--- src/design/option_cfg_pkg.sv ---
// Package of constants for the fixed option configuration block
package option_cfg_pkg;
	// Option word layout, eleven bits in all
	localparam int OPTION_BITS = 11;
	localparam int KEYSCAN_LINES = 8;
	localparam int OPT_KEYSCAN_LSB = 0;
	localparam int OPT_WATCHDOG_POS = 8;
	localparam int OPT_STOP_POS = 9;
	localparam int OPT_LEVEL_POS = 10;

	// Default option values built into the part
	localparam logic [7:0] DEF_KEYSCAN_ENABLE = 8'hFF;
	localparam logic DEF_WATCHDOG_ENABLE = 1'h1;
	localparam logic DEF_STOP_ENABLE = 1'h1;
	localparam logic DEF_LEVEL_SENSE = 1'h0;

	// Register bus geometry
	localparam int ADDR_W = 8;
	localparam int DATA_W = 32;
	localparam logic [7:0] OFS_OPTIONS = 8'h00;
	localparam logic [7:0] OFS_STATUS = 8'h04;
	localparam logic [7:0] OFS_MASK = 8'h08;
	localparam logic [7:0] OFS_STATE = 8'h0C;

	// Status and mask bit positions
	localparam int STATUS_W = 5;
	localparam int ST_EXT_INT = 0;
	localparam int ST_KEYSCAN = 1;
	localparam int ST_WATCHDOG = 2;
	localparam int ST_STOP = 3;
	localparam int ST_WAIT = 4;
	localparam logic [4:0] MASK_RESET = 5'h00;

	// State register layout
	localparam int STATE_LATCH_POS = 0;
	localparam int STATE_EXT_POS = 1;
	localparam int STATE_KEY_LSB = 2;

	// Bus responses
	localparam logic [1:0] RESP_OKAY = 2'h0;
	localparam logic [1:0] RESP_SLVERR = 2'h2;

	// Watchdog timeout and the clock rate it is counted in
	localparam int CLK_MHZ = 100;
	localparam int WATCHDOG_TIMEOUT_US = 1000;
	localparam int WATCHDOG_CYCLES = WATCHDOG_TIMEOUT_US * CLK_MHZ;
endpackage

--- src/design/pin_fall_sync.sv ---
// Two-flop synchroniser with falling edge detection for a group of pins
module pin_fall_sync #(
	parameter int WIDTH = 1
) (
	// Clock and reset
	input wire logic clk_sys,
	input wire logic nrst,
	// Asynchronous pins
	input wire logic [WIDTH-1:0] pin,
	// Synchronised level and falling edge pulse
	output logic [WIDTH-1:0] level,
	output logic [WIDTH-1:0] fall
);
	typedef struct packed {
		logic [WIDTH-1:0] meta;
		logic [WIDTH-1:0] sync;
		logic [WIDTH-1:0] prev;
	} sync_t;

	sync_t state;
	sync_t next_state;

	generate
		if (WIDTH < 1)
		begin : g_check
			$error("pin_fall_sync needs at least one pin");
		end
	endgenerate

	// Shift chain; first flop feeds only the second
	always_comb
	begin
		next_state = state;
		next_state.meta = pin;
		next_state.sync = state.meta;
		next_state.prev = state.sync;
	end

	// Idle pins are pulled high, so reset to ones
	always_ff @(posedge clk_sys or negedge nrst)
	begin
		if (!nrst)
			state <= '1;
		else
			state <= next_state;
	end

	assign level = state.sync;
	assign fall = state.prev & ~state.sync;
endmodule // pin_fall_sync

--- src/design/option_cfg.sv ---
// Fixed option configuration with interrupt, stop and watchdog gating
// Summary of operation
// Eleven fixed option bits: eight keyscan, sensitivity, watchdog, stop.
// Option bits are constants; no software path can change them.
// Each keyscan option bit enables that line's pull-up and interrupt.
// Watchdog runs and resets only when its option bit is one.
// Stop option one: stop instruction enters true stop mode.
// Stop option zero: stop instruction behaves exactly as wait.
// Sensitivity one: interrupt on falling edge and while pin low.
// Sensitivity zero: interrupt on falling edge only.
// Keyscan interrupt uses the same sensitivity as the interrupt pin.
// Qualifying low sets request latch; taken at instruction end if unmasked.
// Level mode re-sets the latch while pin or enabled keyscan stays low.
module option_cfg #(
	parameter logic [7:0] KEYSCAN_ENABLE = option_cfg_pkg::DEF_KEYSCAN_ENABLE,
	parameter logic WATCHDOG_ENABLE = option_cfg_pkg::DEF_WATCHDOG_ENABLE,
	parameter logic STOP_ENABLE = option_cfg_pkg::DEF_STOP_ENABLE,
	parameter logic LEVEL_SENSE = option_cfg_pkg::DEF_LEVEL_SENSE,
	parameter int unsigned WATCHDOG_CYCLES = option_cfg_pkg::WATCHDOG_CYCLES
) (
	// Clock and reset
	input wire logic clk_sys,
	input wire logic nrst,
	// AXI4-Lite write address
	input wire logic [option_cfg_pkg::ADDR_W-1:0] s_axi_awaddr,
	input wire logic s_axi_awvalid,
	output logic s_axi_awready,
	// AXI4-Lite write data
	input wire logic [31:0] s_axi_wdata,
	input wire logic [3:0] s_axi_wstrb,
	input wire logic s_axi_wvalid,
	output logic s_axi_wready,
	// AXI4-Lite write response
	output logic [1:0] s_axi_bresp,
	output logic s_axi_bvalid,
	input wire logic s_axi_bready,
	// AXI4-Lite read address
	input wire logic [option_cfg_pkg::ADDR_W-1:0] s_axi_araddr,
	input wire logic s_axi_arvalid,
	output logic s_axi_arready,
	// AXI4-Lite read data
	output logic [31:0] s_axi_rdata,
	output logic [1:0] s_axi_rresp,
	output logic s_axi_rvalid,
	input wire logic s_axi_rready,
	// Pins
	input wire logic ext_int_n,
	input wire logic [7:0] keyscan_pin,
	// Fixed option levels to port, timer and core
	output logic [7:0] keyscan_pull_enable,
	output logic watchdog_option_enable,
	output logic stop_instruction_option_enable,
	output logic level_sense_option,
	// Core handshake
	input wire logic instr_end,
	input wire logic int_mask_bit,
	input wire logic stop_decoded,
	input wire logic wait_decoded,
	input wire logic watchdog_service,
	output logic interrupt_start,
	output logic enter_stop,
	output logic enter_wait,
	output logic watchdog_reset,
	// Interrupt to system
	output logic interrupt
);
	localparam int SW = option_cfg_pkg::STATUS_W;

	typedef struct packed {
		logic aw_held;
		logic [option_cfg_pkg::ADDR_W-1:0] aw_addr;
		logic w_held;
		logic [31:0] w_data;
		logic [3:0] w_strb;
		logic b_valid;
		logic [1:0] b_resp;
		logic r_valid;
		logic [31:0] r_data;
		logic [1:0] r_resp;
		logic req_latch;
		logic [SW-1:0] status;
		logic [SW-1:0] mask;
		logic irq_out;
		logic [31:0] wdog_count;
		logic wdog_reset;
		logic go_stop;
		logic go_wait;
		logic int_start;
	} state_t;

	state_t state;
	state_t next_state;

	// Option word, fixed at elaboration
	logic [option_cfg_pkg::OPTION_BITS-1:0] options;
	logic ext_level;
	logic ext_fall;
	logic [7:0] key_level;
	logic [7:0] key_fall;
	logic edge_hit;
	logic level_hit;
	logic set_latch;
	logic take_int;
	logic [SW-1:0] events;
	logic [31:0] wr_mask;
	logic [31:0] rd_word;
	logic [1:0] rd_resp;

	generate
		if (WATCHDOG_CYCLES < 2)
		begin : g_check
			$error("option_cfg watchdog timeout must be at least two cycles");
		end
	endgenerate

	// Option constants; no register drives them
	assign options[option_cfg_pkg::OPT_KEYSCAN_LSB +: 8] = KEYSCAN_ENABLE;
	assign options[option_cfg_pkg::OPT_WATCHDOG_POS] = WATCHDOG_ENABLE;
	assign options[option_cfg_pkg::OPT_STOP_POS] = STOP_ENABLE;
	assign options[option_cfg_pkg::OPT_LEVEL_POS] = LEVEL_SENSE;

	// Option levels seen by the rest of the chip
	assign keyscan_pull_enable = KEYSCAN_ENABLE;
	assign watchdog_option_enable = WATCHDOG_ENABLE;
	assign stop_instruction_option_enable = STOP_ENABLE;
	assign level_sense_option = LEVEL_SENSE;

	// Interrupt pin synchroniser
	pin_fall_sync #(
		.WIDTH(1)
	) u_ext_sync (
		.clk_sys(clk_sys),
		.nrst(nrst),
		.pin(ext_int_n),
		.level(ext_level),
		.fall(ext_fall)
	);

	// Keyscan line synchroniser
	pin_fall_sync #(
		.WIDTH(8)
	) u_key_sync (
		.clk_sys(clk_sys),
		.nrst(nrst),
		.pin(keyscan_pin),
		.level(key_level),
		.fall(key_fall)
	);

	// Request qualification; disabled keyscan lines never count
	always_comb
	begin
		edge_hit = ext_fall | (|(key_fall & KEYSCAN_ENABLE));
		level_hit = LEVEL_SENSE & (~ext_level | (|(~key_level & KEYSCAN_ENABLE)));
		set_latch = edge_hit | level_hit;
		take_int = instr_end & state.req_latch & ~int_mask_bit;
	end

	// Write strobe expansion
	always_comb
	begin
		for (int i = 0; i < 4; i++)
		begin
			wr_mask[i*8 +: 8] = {8{state.w_strb[i]}};
		end
	end

	// Read decode
	always_comb
	begin
		rd_word = '0;
		rd_resp = option_cfg_pkg::RESP_OKAY;
		unique case (s_axi_araddr)
			option_cfg_pkg::OFS_OPTIONS:
			begin
				rd_word[option_cfg_pkg::OPTION_BITS-1:0] = options;
			end
			option_cfg_pkg::OFS_STATUS:
			begin
				rd_word[SW-1:0] = state.status;
			end
			option_cfg_pkg::OFS_MASK:
			begin
				rd_word[SW-1:0] = state.mask;
			end
			option_cfg_pkg::OFS_STATE:
			begin
				rd_word[option_cfg_pkg::STATE_LATCH_POS] = state.req_latch;
				rd_word[option_cfg_pkg::STATE_EXT_POS] = ext_level;
				rd_word[option_cfg_pkg::STATE_KEY_LSB +: 8] = key_level;
			end
			default:
			begin
				rd_resp = option_cfg_pkg::RESP_SLVERR;
			end
		endcase
	end

	// Next state of the whole block
	always_comb
	begin
		next_state = state;
		events = '0;

		// Accept address and data in either order
		if (s_axi_awvalid && s_axi_awready)
		begin
			next_state.aw_held = 1'b1;
			next_state.aw_addr = s_axi_awaddr;
		end
		if (s_axi_wvalid && s_axi_wready)
		begin
			next_state.w_held = 1'b1;
			next_state.w_data = s_axi_wdata;
			next_state.w_strb = s_axi_wstrb;
		end
		if (state.b_valid && s_axi_bready)
		begin
			next_state.b_valid = 1'b0;
		end

		// Interrupt request latch; set wins over the clear
		next_state.req_latch = (state.req_latch & ~take_int) | set_latch;
		next_state.int_start = take_int;

		// Stop decoding depends on the option
		next_state.go_stop = stop_decoded & STOP_ENABLE;
		next_state.go_wait = wait_decoded | (stop_decoded & ~STOP_ENABLE);

		// Watchdog counts only when fitted
		next_state.wdog_reset = 1'b0;
		if (!WATCHDOG_ENABLE || watchdog_service)
		begin
			next_state.wdog_count = '0;
		end
		else if (state.wdog_count == 32'(WATCHDOG_CYCLES - 1))
		begin
			next_state.wdog_count = '0;
			next_state.wdog_reset = 1'b1;
		end
		else
		begin
			next_state.wdog_count = state.wdog_count + 32'h1;
		end

		// Events for the sticky status bits
		events[option_cfg_pkg::ST_EXT_INT] = ext_fall | (LEVEL_SENSE & ~ext_level);
		events[option_cfg_pkg::ST_KEYSCAN] = edge_hit & ~ext_fall | level_hit & ext_level;
		events[option_cfg_pkg::ST_WATCHDOG] = next_state.wdog_reset;
		events[option_cfg_pkg::ST_STOP] = next_state.go_stop;
		events[option_cfg_pkg::ST_WAIT] = next_state.go_wait;

		// Register write once both halves are held
		if (state.aw_held && state.w_held && !state.b_valid)
		begin
			next_state.aw_held = 1'b0;
			next_state.w_held = 1'b0;
			next_state.b_valid = 1'b1;
			next_state.b_resp = option_cfg_pkg::RESP_OKAY;
			unique case (state.aw_addr)
				option_cfg_pkg::OFS_STATUS:
				begin
					next_state.status = state.status & ~(state.w_data[SW-1:0] & wr_mask[SW-1:0]);
				end
				option_cfg_pkg::OFS_MASK:
				begin
					next_state.mask = (state.mask & ~wr_mask[SW-1:0]) | (state.w_data[SW-1:0] & wr_mask[SW-1:0]);
				end
				option_cfg_pkg::OFS_STATE:
				begin
					next_state.b_resp = option_cfg_pkg::RESP_SLVERR;
				end
				option_cfg_pkg::OFS_OPTIONS:
				begin
					next_state.b_resp = option_cfg_pkg::RESP_SLVERR;
				end
				default:
				begin
					next_state.b_resp = option_cfg_pkg::RESP_SLVERR;
				end
			endcase
		end

		// Sticky set after any clear so the event wins
		next_state.status = next_state.status | events;

		// Read channel
		if (state.r_valid && s_axi_rready)
		begin
			next_state.r_valid = 1'b0;
		end
		if (s_axi_arvalid && s_axi_arready)
		begin
			next_state.r_valid = 1'b1;
			next_state.r_data = rd_word;
			next_state.r_resp = rd_resp;
		end

		// Level interrupt from unmasked status
		next_state.irq_out = |(next_state.status & next_state.mask);
	end

	// State register
	always_ff @(posedge clk_sys or negedge nrst)
	begin
		if (!nrst)
		begin
			state <= '0;
			state.mask <= option_cfg_pkg::MASK_RESET;
		end
		else
		begin
			state <= next_state;
		end
	end

	// Bus handshakes
	assign s_axi_awready = ~state.aw_held & ~state.b_valid;
	assign s_axi_wready = ~state.w_held & ~state.b_valid;
	assign s_axi_arready = ~state.r_valid;
	assign s_axi_bvalid = state.b_valid;
	assign s_axi_bresp = state.b_resp;
	assign s_axi_rvalid = state.r_valid;
	assign s_axi_rdata = state.r_data;
	assign s_axi_rresp = state.r_resp;

	// Core and system outputs
	assign interrupt_start = state.int_start;
	assign enter_stop = state.go_stop;
	assign enter_wait = state.go_wait;
	assign watchdog_reset = state.wdog_reset;
	assign interrupt = state.irq_out;
endmodule // option_cfg

--- config.mk ---
export PLATFORM = sky130hd
export DESIGN_NAME = option_cfg
export DESIGN_NICKNAME = d
export VERILOG_FILES = /design/src/design/option_cfg_pkg.sv /design/src/design/pin_fall_sync.sv /design/src/design/option_cfg.sv
export SDC_FILE = /design/constraint.sdc
export NUM_CORES = 1
export LEC_CHECK = 0
export BUFFER_PORTS_ARGS = -buffer_cell sky130_fd_sc_hd__buf_2
export CORE_AREA = 2 2 106 108
export CTS_BUF_LIST = sky130_fd_sc_hd__clkbuf_16
export CTS_CLUSTER_SIZE = 25
export DETAILED_ROUTE_END_ITERATION = 8
export DIE_AREA = 0 0 108 110
export GPL_TIMING_DRIVEN = 0
export PLACE_DENSITY = 0.76
export SETUP_SLACK_MARGIN = 0.5
export SYNTH_ARGS = -nofsm -noshare
export SYNTH_HDL_FRONTEND = slang
export SYNTH_SLANG_ARGS = --single-unit
--- constraint.sdc ---
create_clock -name clk_sys -period 2.2 [get_ports clk_sys]
set_clock_uncertainty 0.05 [all_clocks]
set_input_delay 0.33 -clock clk_sys [delete_from_list [all_inputs] [get_ports clk_sys]]
set_output_delay 0.33 -clock clk_sys [all_outputs]
set_load 0.05 [all_outputs]
==> results of run 1 <==
==> cells in the final DEF (no fill, tap or decap), types with 10 or more instances in the layout <==
cell / n
dfrtp_1: 75
buf_4: 64
buf_2: 62
conb_1: 35
dfstp_2: 27
nand2_1: 26
inv_1: 19
xor2_1: 19
o21ai_0: 18
nor2_2: 17
mux2_2: 16
nand4_1: 12
nand3_1: 11
nor2_1: 11
nor2_4: 10
a21oi_1: 10
==> metal layers <==
metal | vias to the layer above | global-route usage, %
li1 | 1629 | -
met1 | 1607 | 18.7
met2 | 80 | 29.1
met3 | 16 | 3.23
met4 | 0 | 5.59
met5 | - | 0
==> cell families (layout without fill, tap and decap cells) <==
kind of cell / Yosys count / in the layout / synth area share [%]
AO/OA/AOI/OAI: 54 / 54 / 7.00
adder cells (fa/ha/maj): 1 / 1 / 0.264
multiplexers: 25 / 25 / 5.79
buffers and inverters: 78 / 181 / 10.4
other: 2 / 35 / 0.159
AND/OR/NAND/NOR: 132 / 132 / 15.4
XOR/XNOR: 26 / 26 / 4.81
flip-flops: 105 / 105 / 56.2
==> through the flow <==
stage	utilization [%]	hold slack [ps]
after floorplan	-	-15.6
after global placement	50.4	297
after detailed placement	50.7	297
after CTS	55.7	16.7
after global routing	57.2	11.1
final	57.2	23.4
==> flip-flops by register name, summed over array words and instances, names as in the netlist <==
name	count
u_ext_sync.level	1
u_ext_sync.next_state	1
interrupt	1
s_axi_rvalid	1
u_key_sync.next_state	8
s_axi_rdata	10
u_key_sync.level	8
u_key_sync.state	8
interrupt_start	1
s_axi_bvalid	1
watchdog_reset	1
s_axi_rresp	1
state	59
s_axi_bresp	1
enter_wait	1
u_ext_sync.state	1
enter_stop	1
==> synth_stat cells (2+ instances only) <==
library cell  count  area share (%)
mux2i_1           6             1.3
and4_1            2            0.37
nand2b_1          2            0.26
and2_1            5            0.66
xor2_1           19             3.5
nand2_1          26             2.1
a21oi_1          15             1.6
a31oi_1           3            0.40
o211ai_1          2            0.32
nor3_1            2            0.21
mux2_2           19             4.5
nor2_1           38             3.0
nor4_1            5            0.66
nand3b_1          2            0.32
and3_1            4            0.53
inv_1            20             1.6
o31ai_1           6            0.95
conb_1            2            0.16
or4_4             2            0.48
o22ai_1           4            0.53
nor2b_1           3            0.40
or3_1             4            0.53
clkbuf_1          8            0.63
nand4_1          12             1.6
or2_2             3            0.40
or4_1             2            0.32
nor4_4            2            0.90
nor4_2            2            0.53
dfstp_2          27              15
xnor2_1           7             1.3
dfrtp_1          78              41
o21ai_0          18             1.9
nand3_1          11             1.2
buf_6             3            0.71
buf_4            47             7.5
==> where the power goes <==
| group | switching (mW) | internal [mW] |
|---|---|---|
| Sequential | 0.186 | 2.18 |
| Clock | 0.746 | 0.791 |
| Combinational | 0.637 | 0.432 |
| Total | 1.57 | 3.40 |
==> final cells by class <==
class | instances | share of cell area [%]
inverters | 20 | 1.29
plain buffers | 58 | 7.08
clock inverters | 7 | 1.00
clock buffers | 9 | 3.68
well taps | 140 | 2.86
repair buffers | 87 | 9.06
multi-input cells | 273 | 31.5
flip-flops and latches | 105 | 43.6
==> how the worst max path moves through the flow <==
stage | endpoint | slack [ps] | depth (start not counted) | start
after floorplan | interrupt | -80 | 5 | state[124]
after global placement | s_axi_bvalid | -460 | 1 | nrst
after detailed placement | interrupt | -410 | 5 | state[124]
after CTS | interrupt | -170 | 6 | state[127]
after global routing | interrupt | -270 | 6 | state[124]
final | interrupt | -140 | 6 | state[124]
==> critical path, delay by kind of cell, from the launching register on <==
| family | cells | cell delay, ps |
|---|---|---|
| flip-flops | 1 | 380 |
| AND/OR/NAND/NOR | 2 | 720 |
| buffers and inverters | 1 | 180 |
| multiplexers | 1 | 300 |
| AO/OA/AOI/OAI | 2 | 560 |
==> repair_timing <==
item                       4_1_cts  5_1_grt
hold buffers                     1        0
setup endpoints to repair       43       51
gates resized for setup         34       33
hold endpoints to repair        42        0
buffers inserted                14        5
gates cloned                     3        0
pin swaps                       13        7
==> impl_metrics.json, run 1 <==
{
  "status": "complete, but fails checks",
  "violations": "negative setup slack",
  "multi_input_area_sq_mm": 0.00193,
  "io_pins": 130,
  "grt_pass1_vias": 3222,
  "hold_violations": 0,
  "wl_met3_microns": 439,
  "synth_area_sq_mm": 0.00473,
  "cts.path.max_buffers": 2,
  "p_per_area_mw_per_mm2": 812,
  "nNetsFinal": 628,
  "critical_path_class": "reg2reg",
  "routed-wl-met2_mm": 4.89,
  "holdCritPathClass": "in2reg",
  "max_cap_viol_count": 0,
  "setup_viol": 31,
  "ys.flop_type": "dfrtp_1",
  "slowest_delay_ps": 570,
  "firstDrtPassIters": 4,
  "placement_rows": 38,
  "avgSynthCellArea_sq_um": 11.2,
  "drc": 0,
  "dieArea_sq_mm": 0.0119,
  "async_flop_share_pct": 100,
  "wl_met1_mm": 3.86,
  "grt_max_degree": 60,
  "end_kind": "flop",
  "slowest_stage": "or4_4",
  "routabilityCongestion": 0.791,
  "start_kind": "flop",
  "synthCells": 423,
  "post-place-ws_ps": -407,
  "wirelength_mm": 9.35,
  "rsz0062_at_grt": "true",
  "drt_iter0_drc": 136,
  "crit_chain": "or4_4 > nor4_4 > buf_4 > mux2_4 > a222oi_1 > o211ai_1",
  "leakagePower_nw": 2.82,
  "max_freq_ghz": 0.427,
  "antenna_found_initial": 0,
  "clkSinkCount": 105,
  "wl_per_cell_microns": 13.4,
  "worstHoldStart": "ext_int_n",
  "slew_headroom_pct": 59.9,
  "dpl_cell_area_sq_mm": 0.00542,
  "crit_arrival_ps": 2490,
  "die_h_microns": 110,
  "vias": 3332,
  "die_w_microns": 108,
  "design_area_sq_mm": 0.00612,
  "r2r_cells": 6,
  "tightest_slew_ps": 602,
  "vias_per_cell": 4.77,
  "hold_path_depth": 1,
  "synth_edf_count": 0,
  "cts_root_buffer": "clkbuf_16",
  "port_buffers": 63,
  "area_delta_synth_final_pct": 29.2,
  "cts_inserted_buffers": 9,
  "track_usage_pct": 16.0,
  "p_total_mw": 4.97,
  "crit_required_ps": 2350,
  "fin_cells": 699,
  "fill_cells": 882,
  "irDropWorstVdd_mv": 0.449,
  "start_util_pct": 44.3,
  "drv_slew": 0,
  "crit_fanout": 4,
  "clk_pin_slew_ps": 70,
  "synth_seq_cells": 105,
  "dp_hpwl_mm": 6.32,
  "htree_num_levels": 3,
  "drive_above_1_share_pct": 45.3,
  "synth_cell_type_count": 47,
  "yosysSeqAreaShare_pct": 56.2,
  "dp.cells": 660,
  "timing.rr.start": "state[124]",
  "antenna_cells": 0,
  "top_layer": "met4",
  "grt_overflow_total": 0,
  "coreArea_sq_mm": 0.0107,
  "min_period_ps": 2340,
  "tritoncts": "yes",
  "drtAntennaViolNets": 0,
  "hold_end": "u_ext_sync.next_state[1]",
  "grt_pass1_wl_mm": 14.8,
  "final.setup.tns_ps": -1510,
  "timing.final.crit_share_pct": 106,
  "regArea_sq_mm": 0.00267,
  "rrSetupSlack_ps": -140,
  "insertion_delay_ps": 350,
  "setup_ws_ps": -140,
  "yosysWarnings": 0,
  "r2r-end": "interrupt"
}
Note: power is estimated with default switching activity, not from simulation.
==> run 2, diff against run 1 <==
- SKIP_CTS_REPAIR_TIMING: default -> 1
- SLEW_MARGIN: default -> 20
==> run 2 against run 1 <==
The run still ends with negative setup slack left. Wire length is 0.58% higher. Via count is 1.1% higher. Final area is 0.18% lower. Count of clock-buffer cells in the layout stayed put. Register-to-register slack worse by 100 ps. Sequential share of layout area is 0.080 points higher. Critical path depth stayed put. Setup slack worse by 100 ps. Critical endpoint is now state[4]. Largest cell class unchanged. Largest power group unchanged. Highest routed layer unchanged.
==> impl_metrics.json, run 2 (synthesis gave the netlist of run 1 again) <==
{
  "die_h_microns": 110,
  "nNetsFinal": 630,
  "min_period_ps": 2440,
  "grt_overflow_total": 0,
  "cts.path.max_buffers": 2,
  "crit_fanout": 5,
  "p_total_mw": 4.96,
  "port_buffers": 63,
  "cts_inserted_buffers": 9,
  "placement_rows": 38,
  "vias_per_cell": 4.80,
  "grt_pass1_vias": 3079,
  "max_freq_ghz": 0.410,
  "p_per_area_mw_per_mm2": 812,
  "grt_max_degree": 85,
  "antenna_found_initial": 0,
  "wirelength_mm": 9.41,
  "drtAntennaViolNets": 0,
  "drt_iter0_drc": 97,
  "clk_pin_slew_ps": 70,
  "irDropWorstVdd_mv": 0.393,
  "setup_viol": 32,
  "regMostFlops": "state",
  "final_common_cell": "dfrtp_1",
  "dieArea_sq_mm": 0.0119,
  "end_kind": "flop",
  "start_util_pct": 44.3,
  "clkSinkCount": 105,
  "violations": "negative setup slack",
  "io_pins": 130,
  "tritoncts": "yes",
  "timing.final.crit_share_pct": 111,
  "coreArea_sq_mm": 0.0107,
  "drive_above_1_share_pct": 45.8,
  "cts_root_buffer": "clkbuf_16",
  "final_cell_mix": "75 x dfrtp_1, 67 x buf_4, 62 x buf_2",
  "area_delta_synth_final_pct": 29.0,
  "largest_reg_flops": 59,
  "rsz0062_at_grt": "true",
  "max_cap_viol_count": 0,
  "insertion_delay_ps": 340,
  "holdCritPathClass": "in2reg",
  "track_usage_pct": 15.0,
  "fin_cells": 701,
  "vias": 3367,
  "crit_required_ps": 2380,
  "tightest_slew_ps": 525,
  "drv_slew": 0,
  "setup_ws_ps": -242,
  "drc": 0,
  "critical_path_class": "reg2reg",
  "grt_pass1_wl_mm": 14.1,
  "slew_headroom_pct": 64.7,
  "hold_violations": 0,
  "die_w_microns": 108,
  "leakagePower_nw": 2.84,
  "status": "complete, but fails checks",
  "htree_num_levels": 3,
  "dp_hpwl_mm": 6.25,
  "wl_per_cell_microns": 13.4,
  "start_kind": "flop",
  "dp.cells": 660,
  "whs_ps": 31.2,
  "routabilityCongestion": 0.791,
  "antenna_cells": 0,
  "post-place-ws_ps": -383,
  "firstDrtPassIters": 4,
  "crit_arrival_ps": 2620
}
## run 2: where the power goes
part	internal, mW	switching (mW)
Sequential	2.18	0.184
Combinational	0.432	0.639
Clock	0.791	0.738
## run 2: routing by layer
layer	track usage, %	up-vias	wire (microns)
met5	0	-	0
met3	3.35	17	460
met1	18.4	1635	3730
met2	27.2	81	5040
met4	3.48	0	172
li1	-	1634	-
## run 2: cell type report
| type | instances | area (sq um) |
|---|---|---|
| Multi-Input combinational cell | 273 | 1890 |
| Buffer | 58 | 429 |
| Clock inverter | 7 | 61.3 |
| Sequential cell | 105 | 2670 |
| Tap cell | 140 | 175 |
| Clock buffer | 9 | 225 |
| Timing Repair Buffer | 89 | 582 |
| Inverter | 20 | 78.8 |
| Fill cell | 886 | 4590 |
## run 2: path summary, 6_finish.rpt
| kind | startpoint | end | slack [ps] | depth (start not counted) |
|---|---|---|---|---|
| worst max-delay path | state[25] | state[4] | -240 | 6 |
| worst min-delay path | ext_int_n | u_ext_sync.next_state[1] | 30 | 1 |
| worst max register to register | state[25] | state[4] | -240 | 6 |
| worst min register to register | u_key_sync.next_state[14] | u_key_sync.level[6] | 310 | 0 |
| max in group asynchronous | nrst | u_ext_sync.level | 1050 | 3 |
| min in group asynchronous | nrst | interrupt_start | 350 | 2 |
## run 2: metrics by stage
step           setup TNS (ps)  utilization [%]  cell area (sq um)
5_1_grt                 -6680             57.1               6110
4_1_cts                 -3420             53.4               5710
6_report                -5340             57.1               6110
2_1_floorplan           -84.0                -               4900
3_3_place_gp           -24050             50.4               5390
3_5_place_dp            -2680             50.7               5420
## run 2: critical path, stage by stage, from the launching register on
cell and delay (ps):
dfrtp_1 410, or4_4 550, or4_4 590, o31ai_4 320, buf_6 190, clkbuf_16 160
nor2_2 40
